$ cat src/spls_pkg.sv
// Constants for the serial-loaded frequency synthesizer core.
// Assumes one 125 MHz system clock and AXI4-Lite register access.
package spls_pkg;
    // Divide word layout
    localparam int SHIFT_W = 17;
    localparam int SWAL_W  = 7;
    localparam int PROG_W  = 10;
    localparam int SWAL_LSB = 0;
    localparam int PROG_LSB = 7;
    localparam logic [16:0] LATCH_RST = 17'h0_0000;

    // Reference divider
    localparam int REF_W = 11;
    localparam int REF_SEL_W = 3;

    // Register map, byte addresses
    localparam int ADDR_W = 8;
    localparam logic [7:0] CTRL_OFS   = 8'h00;
    localparam logic [7:0] LATCH_OFS  = 8'h04;
    localparam logic [7:0] STATUS_OFS = 8'h08;

    // Control register fields
    localparam int CTRL_PUMP_EN  = 0;
    localparam int CTRL_PHASE_EN = 1;
    localparam logic [1:0] CTRL_RST = 2'h3;

    // Status register fields
    localparam int STAT_LOCK    = 0;
    localparam int STAT_UP      = 1;
    localparam int STAT_DOWN    = 2;
    localparam int STAT_MOD     = 3;
    localparam int STAT_SEL_LSB = 4;

    // Bus answers
    localparam logic [1:0] RESP_OKAY   = 2'h0;
    localparam logic [1:0] RESP_SLVERR = 2'h2;

    // Pin synchroniser depth
    localparam int SYNC_STAGES = 3;

    // Phase detector states
    typedef enum logic [2:0] {
        PFD_IDLE = 3'b001,
        PFD_UP   = 3'b010,
        PFD_DOWN = 3'b100
    } spls_pfd_type;
endpackage

$ cat src/spls_pin_sync.sv
// Three-stage pin synchroniser with agreement filter and edge pulses.
// Assumes inputs are asynchronous to aclk.
`timescale 1ns/10ps
module spls_pin_sync #(
    parameter int WIDTH = 1
) (
    input  wire logic             aclk,
    input  wire logic             aresetn,
    input  wire logic [WIDTH-1:0] pin,
    output logic      [WIDTH-1:0] level,
    output logic      [WIDTH-1:0] rise,
    output logic      [WIDTH-1:0] fall
);
    logic [WIDTH-1:0] s1_q;
    logic [WIDTH-1:0] s2_q;
    logic [WIDTH-1:0] s3_q;
    logic [WIDTH-1:0] lvl_q;
    logic [WIDTH-1:0] lvl_d;

    genvar i;
    generate
        for (i = 0; i < WIDTH; i++) begin : g_bit
            // Counted only once stages two and three agree
            assign lvl_d[i] = (s2_q[i] == s3_q[i]) ? s3_q[i] : lvl_q[i];
        end
    endgenerate

    always_ff @(posedge aclk) begin
        if (!aresetn) begin
            s1_q  <= '0;
            s2_q  <= '0;
            s3_q  <= '0;
            lvl_q <= '0;
        end else begin
            s1_q  <= pin;
            s2_q  <= s1_q;
            s3_q  <= s2_q;
            lvl_q <= lvl_d;
        end
    end

    assign level = lvl_q;
    assign rise  = lvl_d & ~lvl_q;
    assign fall  = ~lvl_d & lvl_q;
endmodule

$ cat src/spls_core.sv
// Serial-loaded dual-modulus frequency synthesizer digital core.
// Assumes pins are asynchronous; registers reached over AXI4-Lite.
//
// Our own choices: register access over AXI4-Lite and the address map.
`timescale 1ns/10ps
module spls_core (
    input  wire logic                    aclk,
    input  wire logic                    aresetn,
    input  wire logic [7:0]              s_axi_awaddr,
    input  wire logic [2:0]              s_axi_awprot,
    input  wire logic                    s_axi_awvalid,
    output logic                         s_axi_awready,
    input  wire logic [31:0]             s_axi_wdata,
    input  wire logic [3:0]              s_axi_wstrb,
    input  wire logic                    s_axi_wvalid,
    output logic                         s_axi_wready,
    output logic [1:0]                   s_axi_bresp,
    output logic                         s_axi_bvalid,
    input  wire logic                    s_axi_bready,
    input  wire logic [7:0]              s_axi_araddr,
    input  wire logic [2:0]              s_axi_arprot,
    input  wire logic                    s_axi_arvalid,
    output logic                         s_axi_arready,
    output logic [31:0]                  s_axi_rdata,
    output logic [1:0]                   s_axi_rresp,
    output logic                         s_axi_rvalid,
    input  wire logic                    s_axi_rready,
    input  wire logic                    serial_clk,
    input  wire logic                    serial_data,
    input  wire logic                    load_strobe,
    input  wire logic                    div_in,
    input  wire logic                    osc_in,
    input  wire logic                    ref_ratio_sel_a,
    input  wire logic                    ref_ratio_sel_b,
    input  wire logic                    ref_ratio_sel_c,
    output logic                         dual_ratio_sel,
    output logic                         lock_flag,
    output logic                         pump_out,
    output logic                         pump_oe,
    output logic                         phase_ref_n,
    output logic                         phase_div_n
);
    // Reference terminal count for a select code
    function automatic logic [10:0] ref_last(input logic [2:0] sel);
        logic [10:0] r;
        r = 11'h007;
        case (sel)
            3'h0:    r = 11'h007;
            3'h1:    r = 11'h00F;
            3'h2:    r = 11'h03F;
            3'h3:    r = 11'h07F;
            3'h4:    r = 11'h0FF;
            3'h5:    r = 11'h1FF;
            3'h6:    r = 11'h3FF;
            default: r = 11'h7FF;
        endcase
        return r;
    endfunction

    // Synchronised pins
    logic [7:0] pin_vec;
    logic [7:0] pin_lvl;
    logic [7:0] pin_rise;
    logic [7:0] pin_fall;

    assign pin_vec = {ref_ratio_sel_c, ref_ratio_sel_b, ref_ratio_sel_a,
                      osc_in, div_in, load_strobe, serial_data, serial_clk};

    spls_pin_sync #(
        .WIDTH (8)
    ) u_sync (
        .aclk    (aclk),
        .aresetn (aresetn),
        .pin     (pin_vec),
        .level   (pin_lvl),
        .rise    (pin_rise),
        .fall    (pin_fall)
    );

    wire       sclk_rise  = pin_rise[0];
    wire       sdata_lvl  = pin_lvl[1];
    wire       load_lvl   = pin_lvl[2];
    wire       div_fall   = pin_fall[3];
    wire       osc_rise   = pin_rise[4];
    wire [2:0] ratio_sel  = pin_lvl[7:5];

    // Serial shift register and latch
    logic [spls_pkg::SHIFT_W-1:0] shift_q;
    logic [spls_pkg::SHIFT_W-1:0] shift_d;
    logic [spls_pkg::SHIFT_W-1:0] latch_q;
    logic [spls_pkg::SHIFT_W-1:0] latch_d;

    // Earliest bit ends up on top, so a MSB-first word lands in place
    assign shift_d = sclk_rise ? {shift_q[15:0], sdata_lvl} : shift_q;
    // Transparent while the strobe is high; the shift is seen as it changes
    assign latch_d = load_lvl ? shift_q : latch_q;

    always_ff @(posedge aclk) begin
        if (!aresetn) begin
            shift_q <= '0;
            latch_q <= spls_pkg::LATCH_RST;
        end else begin
            shift_q <= shift_d;
            latch_q <= latch_d;
        end
    end

    // Divide factors straight from the latch
    wire [spls_pkg::SWAL_W-1:0] swal_set = latch_q[spls_pkg::SWAL_LSB +: spls_pkg::SWAL_W];
    wire [spls_pkg::PROG_W-1:0] prog_set = latch_q[spls_pkg::PROG_LSB +: spls_pkg::PROG_W];

    // Pulse-swallow divider
    logic [spls_pkg::SWAL_W-1:0] swal_q;
    logic [spls_pkg::SWAL_W-1:0] swal_d;
    logic [spls_pkg::PROG_W-1:0] prog_q;
    logic [spls_pkg::PROG_W-1:0] prog_d;
    logic                        mod_q;
    logic                        mod_d;
    logic                        fp_q;
    logic                        fp_d;

    // Factors below two wrap every period; the controller keeps N at 5 or more
    wire prog_end = (prog_q <= 10'h001);
    wire swal_run = (swal_q != 7'h00);

    always_comb begin
        swal_d = swal_q;
        prog_d = prog_q;
        mod_d  = mod_q;
        fp_d   = 1'b0;
        if (div_fall) begin
            if (prog_end) begin
                // Reload both counters from the latch each divided period
                prog_d = prog_set;
                swal_d = swal_set;
                fp_d   = 1'b1;
            end else begin
                prog_d = prog_q - 10'h001;
                if (swal_run) begin
                    swal_d = swal_q - 7'h01;
                end
            end
            // Low while swallowing, giving N*M+A total periods
            mod_d = (swal_d == 7'h00);
        end
    end

    always_ff @(posedge aclk) begin
        if (!aresetn) begin
            swal_q <= '0;
            prog_q <= '0;
            mod_q  <= 1'b1;
            fp_q   <= 1'b0;
        end else begin
            swal_q <= swal_d;
            prog_q <= prog_d;
            mod_q  <= mod_d;
            fp_q   <= fp_d;
        end
    end

    // Reference divider
    logic [spls_pkg::REF_W-1:0] ref_q;
    logic [spls_pkg::REF_W-1:0] ref_d;
    logic                       fr_q;
    logic                       fr_d;

    wire [spls_pkg::REF_W-1:0] ref_top = ref_last(ratio_sel);
    wire                       ref_end = (ref_q >= ref_top);

    always_comb begin
        ref_d = ref_q;
        fr_d  = 1'b0;
        if (osc_rise) begin
            // A ratio change mid-count finishes early rather than overrun
            if (ref_end) begin
                ref_d = '0;
                fr_d  = 1'b1;
            end else begin
                ref_d = ref_q + 11'h001;
            end
        end
    end

    always_ff @(posedge aclk) begin
        if (!aresetn) begin
            ref_q <= '0;
            fr_q  <= 1'b0;
        end else begin
            ref_q <= ref_d;
            fr_q  <= fr_d;
        end
    end

    // Phase-frequency detector
    spls_pkg::spls_pfd_type pfd_q;
    spls_pkg::spls_pfd_type pfd_d;

    always_comb begin
        pfd_d = pfd_q;
        case (pfd_q)
            spls_pkg::PFD_IDLE: begin
                if (fr_q && !fp_q) begin
                    pfd_d = spls_pkg::PFD_UP;
                end else if (fp_q && !fr_q) begin
                    pfd_d = spls_pkg::PFD_DOWN;
                end
            end
            spls_pkg::PFD_UP: begin
                if (fp_q) begin
                    pfd_d = spls_pkg::PFD_IDLE;
                end
            end
            spls_pkg::PFD_DOWN: begin
                if (fr_q) begin
                    pfd_d = spls_pkg::PFD_IDLE;
                end
            end
            default: pfd_d = spls_pkg::PFD_IDLE;
        endcase
    end

    // Control register
    logic [1:0] ctrl_q;
    logic [1:0] ctrl_d;

    wire pump_en  = ctrl_q[spls_pkg::CTRL_PUMP_EN];
    wire phase_en = ctrl_q[spls_pkg::CTRL_PHASE_EN];
    wire pfd_up   = (pfd_d == spls_pkg::PFD_UP);
    wire pfd_dn   = (pfd_d == spls_pkg::PFD_DOWN);

    always_ff @(posedge aclk) begin
        if (!aresetn) begin
            pfd_q          <= spls_pkg::PFD_IDLE;
            dual_ratio_sel <= 1'b1;
            lock_flag      <= 1'b1;
            pump_out       <= 1'b0;
            pump_oe        <= 1'b0;
            phase_ref_n    <= 1'b1;
            phase_div_n    <= 1'b1;
        end else begin
            pfd_q          <= pfd_d;
            dual_ratio_sel <= mod_d;
            lock_flag      <= !(pfd_up || pfd_dn);
            pump_out       <= pfd_up;
            pump_oe        <= pump_en && (pfd_up || pfd_dn);
            phase_ref_n    <= !(phase_en && pfd_up);
            phase_div_n    <= !(phase_en && pfd_dn);
        end
    end

    // AXI4-Lite write channel
    logic        have_aw_q;
    logic        have_w_q;
    logic [7:0]  waddr_q;
    logic [31:0] wdata_q;
    logic [3:0]  wstrb_q;

    wire aw_take   = s_axi_awvalid && s_axi_awready;
    wire w_take    = s_axi_wvalid && s_axi_wready;
    wire b_done    = s_axi_bvalid && s_axi_bready;
    wire have_aw_n = have_aw_q || aw_take;
    wire have_w_n  = have_w_q || w_take;
    wire do_write  = have_aw_n && have_w_n && !s_axi_bvalid;

    wire [7:0]  wa_cur = have_aw_q ? waddr_q : s_axi_awaddr;
    wire [31:0] wd_cur = have_w_q ? wdata_q : s_axi_wdata;
    wire [3:0]  ws_cur = have_w_q ? wstrb_q : s_axi_wstrb;
    wire        wr_ctrl = (wa_cur == spls_pkg::CTRL_OFS);
    wire        wr_ok   = wr_ctrl || (wa_cur == spls_pkg::LATCH_OFS)
                          || (wa_cur == spls_pkg::STATUS_OFS);
    wire        bvalid_n = do_write || (s_axi_bvalid && !s_axi_bready);

    assign ctrl_d = (do_write && wr_ctrl && ws_cur[0]) ? wd_cur[1:0] : ctrl_q;

    always_ff @(posedge aclk) begin
        if (!aresetn) begin
            have_aw_q     <= 1'b0;
            have_w_q      <= 1'b0;
            waddr_q       <= '0;
            wdata_q       <= '0;
            wstrb_q       <= '0;
            ctrl_q        <= spls_pkg::CTRL_RST;
            s_axi_awready <= 1'b1;
            s_axi_wready  <= 1'b1;
            s_axi_bvalid  <= 1'b0;
            s_axi_bresp   <= spls_pkg::RESP_OKAY;
        end else begin
            have_aw_q     <= have_aw_n && !do_write;
            have_w_q      <= have_w_n && !do_write;
            waddr_q       <= aw_take ? s_axi_awaddr : waddr_q;
            wdata_q       <= w_take ? s_axi_wdata : wdata_q;
            wstrb_q       <= w_take ? s_axi_wstrb : wstrb_q;
            ctrl_q        <= ctrl_d;
            // One write in flight; ready drops once a half is held
            s_axi_awready <= !(have_aw_n && !do_write) && !bvalid_n;
            s_axi_wready  <= !(have_w_n && !do_write) && !bvalid_n;
            s_axi_bvalid  <= bvalid_n;
            if (do_write) begin
                s_axi_bresp <= wr_ok ? spls_pkg::RESP_OKAY : spls_pkg::RESP_SLVERR;
            end else if (b_done) begin
                s_axi_bresp <= spls_pkg::RESP_OKAY;
            end
        end
    end

    // AXI4-Lite read channel
    wire ar_take = s_axi_arvalid && s_axi_arready;
    wire r_done  = s_axi_rvalid && s_axi_rready;
    wire rd_ctrl = (s_axi_araddr == spls_pkg::CTRL_OFS);
    wire rd_lat  = (s_axi_araddr == spls_pkg::LATCH_OFS);
    wire rd_stat = (s_axi_araddr == spls_pkg::STATUS_OFS);

    logic [31:0] status_word;
    logic [31:0] rd_word;

    always_comb begin
        status_word = 32'h0000_0000;
        status_word[spls_pkg::STAT_LOCK] = lock_flag;
        status_word[spls_pkg::STAT_UP]   = (pfd_q == spls_pkg::PFD_UP);
        status_word[spls_pkg::STAT_DOWN] = (pfd_q == spls_pkg::PFD_DOWN);
        status_word[spls_pkg::STAT_MOD]  = dual_ratio_sel;
        status_word[spls_pkg::STAT_SEL_LSB +: spls_pkg::REF_SEL_W] = ratio_sel;
    end

    assign rd_word = rd_ctrl ? {30'h0000_0000, ctrl_q}
                   : rd_lat  ? {15'h0000, latch_q}
                   : rd_stat ? status_word
                   : 32'h0000_0000;

    always_ff @(posedge aclk) begin
        if (!aresetn) begin
            s_axi_arready <= 1'b1;
            s_axi_rvalid  <= 1'b0;
            s_axi_rdata   <= '0;
            s_axi_rresp   <= spls_pkg::RESP_OKAY;
        end else begin
            if (ar_take) begin
                s_axi_rvalid  <= 1'b1;
                s_axi_arready <= 1'b0;
                s_axi_rdata   <= rd_word;
                s_axi_rresp   <= (rd_ctrl || rd_lat || rd_stat) ? spls_pkg::RESP_OKAY
                                                                : spls_pkg::RESP_SLVERR;
            end else if (r_done) begin
                s_axi_rvalid  <= 1'b0;
                s_axi_arready <= 1'b1;
            end
        end
    end
endmodule

$ cat config.mk
export PLATFORM = sky130hd
export DESIGN_NAME = spls_core
export DESIGN_NICKNAME = d
export VERILOG_FILES = /design/src/spls_pkg.sv /design/src/spls_pin_sync.sv /design/src/spls_core.sv
export SDC_FILE = /design/constraint.sdc
export NUM_CORES = 1
export LEC_CHECK = 0
export ABC_AREA = 1
export BUFFER_PORTS_ARGS = -buffer_cell sky130_fd_sc_hd__buf_2
export CORE_MARGIN = 3
export CORE_UTILIZATION = 55
export CTS_BUF_LIST = sky130_fd_sc_hd__clkbuf_16
export DETAILED_ROUTE_END_ITERATION = 10
export GPL_TIMING_DRIVEN = 0
export PLACE_DENSITY = 0.79
export REMOVE_ABC_BUFFERS = 1
export SLEW_MARGIN = 20
export SYNTH_ARGS = -nofsm -noshare
export SYNTH_HDL_FRONTEND = slang
export SYNTH_SLANG_ARGS = --single-unit
$ cat constraint.sdc
create_clock -name aclk -period 2.1 [get_ports aclk]
set_input_delay 0.21 -clock aclk [delete_from_list [all_inputs] [get_ports aclk]]
set_output_delay 0.21 -clock aclk [all_outputs]
set_load 0.1 [all_outputs]
==> run_results.csv, run 1 <==
group,metric,value,unit
routing,antenna_left,0,
floorplan,die_outline_area,12700,µm²
layout,layout.cells.most_common_list,"nand2_1 (149), dfxtp_1 (142), nor2_1 (138)",
routing,dr.pass1.iters,5,
synth,syn-mean-instance-area,7.52,µm²
layout,layout.cell_area.non_filler,7230,µm²
power_and_ir_drop,pwr_density_cell,902,nW/µm²
synth,synth_cell_types,42,
routing,drt_drc_violations_left,0,
global_route,wire_length_of_the_first_global_routing_pass,22.2,mm
power_and_ir_drop,total_leakage_power,3.36,nW
clock_network,worstSkewPairLatency,0.41,ns
placement,post-dp-hpwl,8.19,mm
layout,num-nets-final,982,
status,outcome,"finished, final reports clean",
power_and_ir_drop,irDropWorstVdd,0.909,mV
critical_path,worst_path_largest_cell_delay,0.41,ns
clock_network,cts_tree,"yes",
sta,max-slew-margin-rel,44.2,%
critical_path,critical_path.cell_chain,"inv_1, ha_1, inv_2, nand2_1, inv_1, nor2_4, nand2_4, nor2_1, nor2_2, nand2_1, nor2_1, nand2_1, nand2_1",
placement,dpl.cell_count,1005,
synth,postSynthCellCount,833,
synth,netlist_area,6260,µm²
min_path,worst_hold_startpoint,"s_axi_awaddr[0]",
clock_network,worst_setup_hold_path_clk_slew,0.06,ns
power_and_ir_drop,seqPwrFrac,44.5,%
critical_path,worstPathMaxFanout,19,
routing,drt-total-wl,13.4,mm
critical_path,crit_path_end_kind,"flop",
critical_path,worst_r2r_path_depth,13,
placement,place.port_buffers,63,
critical_path,cp.required,2.45,ns
layout,post_layout_nonfiller_instances,1049,
critical_path,slowest_cell_on_the_critical_path,"dfxtp_1",
clock_network,clock-sinks,144,
clock_network,clock_buffer_count_from_cts,17,
layout,fill_cells,926,
placement,globalplace.congestion,0.872,
power_and_ir_drop,intPower,4.72,mW
sta,fmax,530,MHz
critical_path,worstReg2RegStart,"prog_q[0]",
job,drv.max_cap_violation_count,0,
sta,max_slew.worst_pin.slew,0.836,ns
clock_network,clock_tree.buffer_depth,2,
synth,synthFlopType,"dfxtp_1",
synth,synth.yosys.warnings,0,
global_route,globalRouteOverflowTotal,0,
floorplan,floorplan.rows,38,
power_and_ir_drop,pwr-share-comb,12.1,%
placement,dpl_worst_slack,-0.224,ns
sta,setup_repair_after_global_routing_missed_its_margin,"no",
floorplan,die_w,113,µm
synth,synth_enable_flop_cells,0,
critical_path,cp-start-kind,"flop",
sta,finalWorstPathRequiredPeriod,1.89,ns
layout,layout.core_utilization,65.9,%
min_path,worst_hold_path.num_cells,3,
critical_path,rr_endpoint,"dual_ratio_sel",
sta,min_period_over_period,89.9,%
critical_path,cp.arrival,2.24,ns
global_route,vias_in_the_first_global_route,4837,
sta,final_hold_viol_count,0,
sta,setup_violations,0,
synth,ys_async_sr_fraction,0,%
floorplan,core_region_area,11000,µm²
critical_path,setup.reg_to_reg.worst_slack,0.21,ns
routing,viasPerCell,5.10,
sta,post-route-worst-setup-slack,0.212,ns
placement,area_of_placed_instances,6560,µm²
layout,drive_gt1_share,15.2,%
clock_network,cts.root.buffer_cell,"clkbuf_16",
min_path,hold-path-endpoint,"waddr_q[0]",
power_and_ir_drop,power_switching,1.80,mW
global_route,antenna_found_initial,0,
floorplan,dieHeight,113,µm
power_and_ir_drop,sw_frac_of_total,27.7,%
sta,slew_viols_final,0,
synth,ys_seq_area_share,46.0,%
global_route,grt_start_max_net_pins,91,
layout,area.growth.synth_to_final,15.5,%
floorplan,floorplan.initialDensity,57.0,%
routing,routed-via-count,5353,
layout,layout.cells.most_common,"nand2_1",
global_route,groute.usage.overall,21.3,%
critical_path,timing_worst_setup_path_type,"reg2reg",
clock_network,htree_levels,4,
critical_path,crit_path_frequent_cell,"nand2_1",
routing,detailedRoute.firstIterationViolations,415,
floorplan,ioPinCount,120,
sta,fin_skew,0.00710,ns
synth,number_of_storage_elements_in_the_synthesis_netlist,144,
layout,antenna_cells,0,
power_and_ir_drop,power.clock.fraction,43.4,%
routing,routedWlPerCell,12.7,µm
min_path,worstHoldPathType,"in2reg",
[state kept, by name (all words and copies together) (netlist names), 8 cells and up, named ones only]
| register | flops |
|---|---|
| latch_q | 17 |
| waddr_q | 8 |
| u_sync.s2_q | 8 |
| shift_q | 17 |
| u_sync.s3_q | 8 |
| u_sync.s1_q | 8 |
| s_axi_rdata | 17 |
| ref_q | 11 |
| prog_q | 10 |
[routing by layer]
metal,vias to the layer above,GRT usage [%],wire [µm]
met5,-,0,0
met4,0,6.33,114
met3,11,5.45,716
met2,145,34.6,6330
met1,2422,28.1,6190
li1,2775,-,-
[worst max-delay path by stage]
| stage | cells after the start | endpoint | from | slack [ns] |
|---|---|---|---|---|
| finish | 13 | dual_ratio_sel | prog_q[0] | 0.21 |
| global route | 5 | shift_q[0] | u_sync.level[0] | 0.03 |
| CTS | 5 | prog_q[4] | u_sync.level[3] | 0.04 |
| detailed placement | 4 | s_axi_rdata[3] | s_axi_arready | -0.22 |
| global placement | 5 | pump_oe | aresetn | -1.06 |
| floorplan | 4 | s_axi_rdata[2] | s_axi_arready | -0.15 |
[stage by stage]
step	total power, mW	hold slack [ns]	TNS [ns]
2_1_floorplan	3.57	0.279	-2.15
3_3_place_gp	3.72	0.389	-36.25
3_5_place_dp	3.73	0.394	-2.88
4_1_cts	6.56	0.0433	0
5_1_grt	6.77	0.0475	0
6_report	6.52	0.0577	0
[cell type report]
class                   instances  area, µm²  share of cell area (%)
multi-input cells             573       2870                    39.7
flip-flops and latches        144       2890                    39.9
inverters                      86        324                    4.48
clock inverters                15        131                    1.82
clock buffers                  17        425                    5.88
repair buffers                 74        420                    5.81
well taps                     140        175                    2.42
[cells by family after synthesis]
group	after synthesis	synth area share, %
xor gates and xnor gates	9	1.26
AOI/OAI and AO/OA	147	12.9
adders and majority gates	13	2.60
muxes	3	0.479
and+or+nand+nor	383	27.2
buffers and inverters	133	9.43
other	1	0.0599
DFF	144	46.0
[Yosys cell counts (5+ instances only)]
| master | count | area (µm²) |
|---|---|---|
| o21ai_0 | 67 | 335 |
| nand3_2 | 5 | 50.1 |
| nor3_1 | 12 | 60.1 |
| nor2_2 | 8 | 50.1 |
| nand4_1 | 6 | 37.5 |
| a21oi_1 | 49 | 245 |
| nand2_2 | 5 | 31.3 |
| nand2_1 | 151 | 567 |
| buf_2 | 7 | 35.0 |
| inv_1 | 82 | 308 |
| a31oi_1 | 9 | 56.3 |
| dfxtp_1 | 144 | 2880 |
| nand3_1 | 39 | 195 |
| clkbuf_1 | 18 | 67.6 |
| buf_4 | 18 | 135 |
| xor2_1 | 6 | 52.6 |
| nor2_1 | 138 | 518 |
| nor2_4 | 5 | 56.3 |
| ha_1 | 13 | 163 |
| o211ai_1 | 5 | 37.5 |
[power by group through the flow]
stage	Clock [mW]	Sequential [mW]	Combinational, mW
2_1_floorplan	0	3.19	0.381
6_report	2.83	2.90	0.788
4_1_cts	2.88	2.90	0.788
3_3_place_gp	0	2.95	0.768
5_1_grt	3.01	2.91	0.850
3_5_place_dp	0	2.96	0.773
[what timing repair did]
item                                    CTS  global route
pin swaps                                 0             2
setup buffers                             0             3
hold endpoints to repair                  8             0
endpoints found under the setup margin   18            40
resized for setup                         1             4
hold buffers                              8             0
gates cloned                              0             1
[worst max-delay path, delay by kind of cell (launching register included)]
family	cells	cell delay, ns
simple gates	9	0.87
flops	1	0.41
fa+ha+maj	1	0.29
buf+inv	3	0.26
Note: power is estimated with default switching activity, not from simulation.
==> inputs of run 2 (changes only) <==
--- a/config.mk
+++ b/config.mk
@@ -6,13 +6,15 @@
 export NUM_CORES = 1
 export LEC_CHECK = 0
 export ABC_AREA = 1
-export BUFFER_PORTS_ARGS = -buffer_cell sky130_fd_sc_hd__buf_2
+export BUFFER_PORTS_ARGS = -buffer_cell sky130_fd_sc_hd__clkbuf_2
+export CELL_PAD_IN_SITES_DETAIL_PLACEMENT = 1
+export CELL_PAD_IN_SITES_GLOBAL_PLACEMENT = 1
 export CORE_MARGIN = 3
-export CORE_UTILIZATION = 55
+export CORE_UTILIZATION = 40
 export CTS_BUF_LIST = sky130_fd_sc_hd__clkbuf_16
 export DETAILED_ROUTE_END_ITERATION = 10
 export GPL_TIMING_DRIVEN = 0
-export PLACE_DENSITY = 0.79
+export PLACE_DENSITY_LB_ADDON = 0.1
 export REMOVE_ABC_BUFFERS = 1
 export SLEW_MARGIN = 20
 export SYNTH_ARGS = -nofsm -noshare
==> run_results.csv, run 2 (synthesis gave the netlist of run 1 again) <==
group,metric,value,unit
clock_network,htree_levels,4,
critical_path,crit_path_end_kind,"flop",
layout,top_regs,"latch_q: 17 flops, s_axi_rdata: 17 flops, shift_q: 17 flops",
clock_network,worst_setup_hold_path_clk_slew,0.06,ns
layout,antenna_cells,0,
job,drv.max_cap_violation_count,0,
clock_network,cts.root.buffer_cell,"clkbuf_16",
placement,dpl_worst_slack,-0.174,ns
routing,drt_drc_violations_left,0,
min_path,worstHoldPathType,"in2reg",
routing,antenna_left,0,
min_path,worst_hold_path.num_cells,3,
placement,dpl.cell_count,1078,
sta,max-slew-margin-rel,41.4,%
sta,setup_violations,0,
clock_network,clock_buffer_count_from_cts,17,
sta,post-route-worst-setup-slack,0.174,ns
power_and_ir_drop,total_power,6.59,mW
layout,post_layout_nonfiller_instances,1122,
global_route,groute.usage.overall,19.3,%
sta,fmax,519,MHz
routing,routed-via-count,5491,
clock_network,clock_tree.buffer_depth,2,
clock_network,cts_tree,"yes",
floorplan,die_w,131,µm
routing,viasPerCell,4.89,
layout,layout.cells.most_common_list,"nand2_1 (150), dfxtp_1 (141), nor2_1 (138)",
critical_path,cp-start-kind,"flop",
clock_network,clock-sinks,144,
global_route,antenna_found_initial,0,
sta,fin_setup_tns,0,ns
floorplan,ioPinCount,120,
critical_path,cp.arrival,2.22,ns
layout,num-nets-final,985,
floorplan,floorplan.initialDensity,41.0,%
critical_path,worstPathMaxFanout,22,
sta,finalWorstPathRequiredPeriod,1.93,ns
power_and_ir_drop,pwr_density_cell,891,nW/µm²
global_route,grt_start_max_net_pins,48,
status,outcome,"finished, final reports clean",
layout,area.growth.synth_to_final,18.1,%
floorplan,core_region_area,15300,µm²
global_route,globalRouteOverflowTotal,0,
sta,min_period_over_period,91.7,%
sta,max_slew.worst_pin.slew,0.877,ns
routing,dr.pass1.iters,5,
floorplan,floorplan.rows,45,
global_route,wire_length_of_the_first_global_routing_pass,27.3,mm
sta,fin_hold_ws,0.0629,ns
placement,place.port_buffers,63,
layout,fill_cells,1918,
sta,final_hold_viol_count,0,
critical_path,worst_r2r_path_depth,4,
clock_network,worstSkewPairLatency,0.42,ns
sta,fin_skew,0.0129,ns
critical_path,cp.required,2.39,ns
global_route,vias_in_the_first_global_route,5676,
power_and_ir_drop,irDropWorstVdd,0.587,mV
routing,drt-total-wl,16.3,mm
floorplan,die_outline_area,17200,µm²
power_and_ir_drop,total_leakage_power,3.35,nW
placement,globalplace.congestion,0.811,
placement,post-dp-hpwl,11.2,mm
layout,drive_gt1_share,16.1,%
sta,slew_viols_final,0,
floorplan,dieHeight,131,µm
layout,layout.cells.most_common,"nand2_1",
routing,detailedRoute.firstIterationViolations,278,
critical_path,timing_worst_setup_path_type,"reg2reg",
routing,routedWlPerCell,14.5,µm
## run 2: final timing paths
check,start,end,slack [ns]
setup reg to reg,s_axi_arready,s_axi_rdata[0],0.17
hold reg to reg,u_sync.s1_q[4],u_sync.s2_q[4],0.41
hold / removal,s_axi_awaddr[3],waddr_q[3],0.06
setup / recovery,s_axi_arready,s_axi_rdata[0],0.17
## run 2: where the power goes
part,internal (mW),total (mW),switching [mW]
registers,2.84,2.90,0.0679
clock network,1.64,2.87,1.23
logic,0.165,0.819,0.654
total,4.64,6.59,1.95
## run 2: repair_timing
item / CTS / global route
hold endpoints to repair: 8 / 0
hold buffers: 8 / 0
pin swaps: 1 / 1
buffers inserted: 0 / 4
setup endpoints to repair: 30 / 22
resized for setup: 3 / 5
gates cloned: 1 / 0
## run 2: per-layer routing
metal / track usage, % / share of wire (%) / up-vias
met3: 5.02 / 3.7 / 19
met4: 5.66 / 1.0 / 0
met2: 33.2 / 49 / 85
met1: 24.0 / 46 / 2602
met5: 0 / 0 / -
li1: - / - / 2785
## run 2: final cells by class
class	count	area [µm²]	area share, %
Timing Repair Buffer	77	488	6.60
Clock inverter	14	129	1.74
Inverter	86	332	4.48
Multi-Input combinational cell	573	2870	38.8
Clock buffer	17	425	5.75
Sequential cell	144	2890	39.0
Tap cell	211	264	3.57
## run 2: critical path, cell delays in order (launching register included)
cell	delay, ns
dfxtp_1	0.32
nand2_1	0.64
clkinv_2	0.49
o21ai_0	0.28
a31oi_1	0.07
## run 2: per-stage QoR
step	cell area, µm²	utilization [%]
after floorplan	6060	-
after global placement	6640	43.5
after CTS	7340	48.1
after global routing	7400	48.5
after detailed placement	6690	43.9
final	7400	48.5
==> inputs of run 3 (changes only) <==
==> constraint.sdc (replaced) <==
create_clock -name aclk -period 2.1 [get_ports aclk]
set_input_delay 0 -clock aclk [delete_from_list [all_inputs] [get_ports aclk]]
set_output_delay 0 -clock aclk [all_outputs]
set_load 0.1 [all_outputs]
==> run_results.csv, run 3 (synthesis gave the netlist of run 1 again) <==
group,metric,value,unit
global_route,global_route.peak_usage_layer,"met2",
clock_network,clock_tree.buffer_depth,2,
power_and_ir_drop,pwr-share-comb,12.8,%
placement,place.port_buffers,63,
critical_path,critical_path_start,"s_axi_arready",
critical_path,critical_path.cell_chain,"nand2_1, clkinv_2, o21ai_0, a31oi_1",
global_route,grt_util_met3,4.90,%
power_and_ir_drop,sw_frac_of_total,29.6,%
critical_path,cp-start-kind,"flop",
power_and_ir_drop,power_switching,1.96,mW
placement,globalplace.congestion,0.811,
placement,dpl.cell_count,1078,
routing,viasPerCell,4.86,
routing,routedWlPerCell,14.5,µm
power_and_ir_drop,power.clock.fraction,43.3,%
floorplan,floorplan.initialDensity,41.0,%
critical_path,worst_r2r_path_depth,4,
min_path,worst_hold_path.num_cells,4,
power_and_ir_drop,total_leakage_power,3.42,nW
critical_path,worstPathMaxFanout,22,
critical_path,worstReg2RegStart,"s_axi_arready",
layout,drive_gt1_share,15.9,%
min_path,worst_hold_startpoint,"s_axi_araddr[3]",
layout,antenna_cells,0,
sta,fin_hold_ws,0.0465,ns
clock_network,worst_setup_hold_path_clk_slew,0.06,ns
critical_path,cp.required,2.39,ns
sta,fin_setup_tns,0,ns
layout,layout.cells.most_common_list,"nand2_1 (150), dfxtp_1 (141), nor2_1 (138)",
routing,routed-via-count,5527,
sta,finalWorstPathRequiredPeriod,1.92,ns
sta,slew_viols_final,0,
routing,detailedRoute.firstIterationViolations,290,
critical_path,crit_path_end_kind,"flop",
sta,fmax,520,MHz
sta,final_hold_viol_count,0,
power_and_ir_drop,intPower,4.66,mW
floorplan,die_outline_area,17200,µm²
critical_path,setup.reg_to_reg.worst_slack,0.18,ns
min_path,worstHoldPathType,"in2reg",
critical_path,timing_worst_setup_path_type,"reg2reg",
layout,layout.cells.most_common,"nand2_1",
power_and_ir_drop,seqPwrFrac,43.9,%
clock_network,clock-sinks,144,
global_route,groute.usage.overall,19.6,%
sta,max_slew.worst_pin.slew,0.875,ns
clock_network,cts.root.buffer_cell,"clkbuf_16",
layout,top_regs,"latch_q: 17 flops, s_axi_rdata: 17 flops, shift_q: 17 flops",
routing,drt_drc_violations_left,0,
global_route,globalRouteOverflowTotal,0,
global_route,vias_in_the_first_global_route,5770,
global_route,antenna_found_initial,0,
job,drv.max_cap_violation_count,0,
critical_path,slowest_cell_on_the_critical_path,"nand2_1",
floorplan,dieHeight,131,µm
placement,post-dp-hpwl,11.2,mm
clock_network,cts_tree,"yes",
floorplan,core_region_area,15300,µm²
critical_path,worst_path_largest_cell_delay,0.64,ns
global_route,grt_start_max_net_pins,48,
layout,num-nets-final,1000,
floorplan,die_w,131,µm
critical_path,rr_endpoint,"s_axi_rdata[0]",
sta,fin_skew,0.0145,ns
critical_path,cp.arrival,2.22,ns
sta,setup_violations,0,
routing,dr.pass1.iters,4,
clock_network,worstSkewPairLatency,0.42,ns
power_and_ir_drop,pwr_density_cell,877,nW/µm²
sta,max-slew-margin-rel,41.5,%
global_route,wire_length_of_the_first_global_routing_pass,27.7,mm
routing,drt-total-wl,16.5,mm
clock_network,htree_levels,4,
layout,area.growth.synth_to_final,20.5,%
min_path,hold-path-endpoint,"s_axi_rresp[1]",
layout,layout.core_utilization,49.5,%
floorplan,floorplan.rows,45,
floorplan,ioPinCount,120,
clock_network,clock_buffer_count_from_cts,17,
power_and_ir_drop,total_power,6.62,mW
layout,post_layout_nonfiller_instances,1137,
status,outcome,"finished, final reports clean",
routing,antenna_left,0,
power_and_ir_drop,irDropWorstVdd,0.589,mV
global_route,grt_use_met1,24.2,%
global_route,globalRouteMet2Util,34.0,%
sta,min_period_over_period,91.6,%
-- run 3: cell count changes in the layout (fill, tap and decap cells not counted), sizes merged --
cell	before	now
dlygate4sd3	8	23
-- run 3: per-stage QoR --
step | instance area [µm²] | setup WS [ns]
final | 7550 | 0.176
after global routing | 7550 | -0.00558
after CTS | 7490 | 0.0470
after detailed placement | 6690 | -0.174
after global placement | 6640 | -1.13
after floorplan | 6060 | -0.147
-- run 3: how the worst max path moves through the flow --
| stage | to | slack, ns | cells after the start |
|---|---|---|---|
| floorplan | s_axi_rdata[2] | -0.15 | 4 |
| global placement | pump_oe | -1.13 | 5 |
| detailed placement | s_axi_rdata[0] | -0.17 | 4 |
| CTS | ref_q[1] | 0.05 | 10 |
| finish | s_axi_rdata[0] | 0.18 | 4 |
| global route | ref_q[7] | -0.006 | 9 |
-- run 3: power by group through the flow --
| stage | clock (mW) | combinational (mW) | sequential [mW] |
|---|---|---|---|
| 2_1_floorplan | 0 | 0.381 | 3.19 |
| 3_3_place_gp | 0 | 0.775 | 2.96 |
| 3_5_place_dp | 0 | 0.805 | 2.97 |
| 4_1_cts | 2.92 | 0.848 | 2.91 |
| 5_1_grt | 3.07 | 0.919 | 2.92 |
| 6_report | 2.87 | 0.846 | 2.91 |
-- run 3: per-layer routing --
layer / up-vias / part of all wire, %
li1: 2809 / -
met1: 2624 / 45
met2: 82 / 50
met3: 12 / 3.3
met4: 0 / 0.80
met5: - / 0
-- run 3: cell type report --
class                           count  area [µm²]
Fill cell                        1904        7710
Clock buffer                       17         425
Clock inverter                     14         129
Sequential cell                   144        2890
Timing Repair Buffer               92         638
Tap cell                          211         264
Inverter                           86         332
Multi-Input combinational cell    573        2870
-- run 3: repair_timing --
| item | in CTS | in global routing |
|---|---|---|
| setup buffers | 0 | 4 |
| pin swaps | 1 | 1 |
| hold buffers | 23 | 0 |
| endpoints found under the setup margin | 30 | 22 |
| cloned | 1 | 0 |
| resized for setup | 3 | 5 |
| hold endpoints to repair | 27 | 0 |
-- run 3: worst max-delay path: cells and delay by family, from the launching register on --
| kind | cells | cell delay [ns] |
|---|---|---|
| and+or+nand+nor | 1 | 0.64 |
| DFF | 1 | 0.32 |
| AOI/OAI and AO/OA | 2 | 0.35 |
| buffers and inverters | 1 | 0.48 |
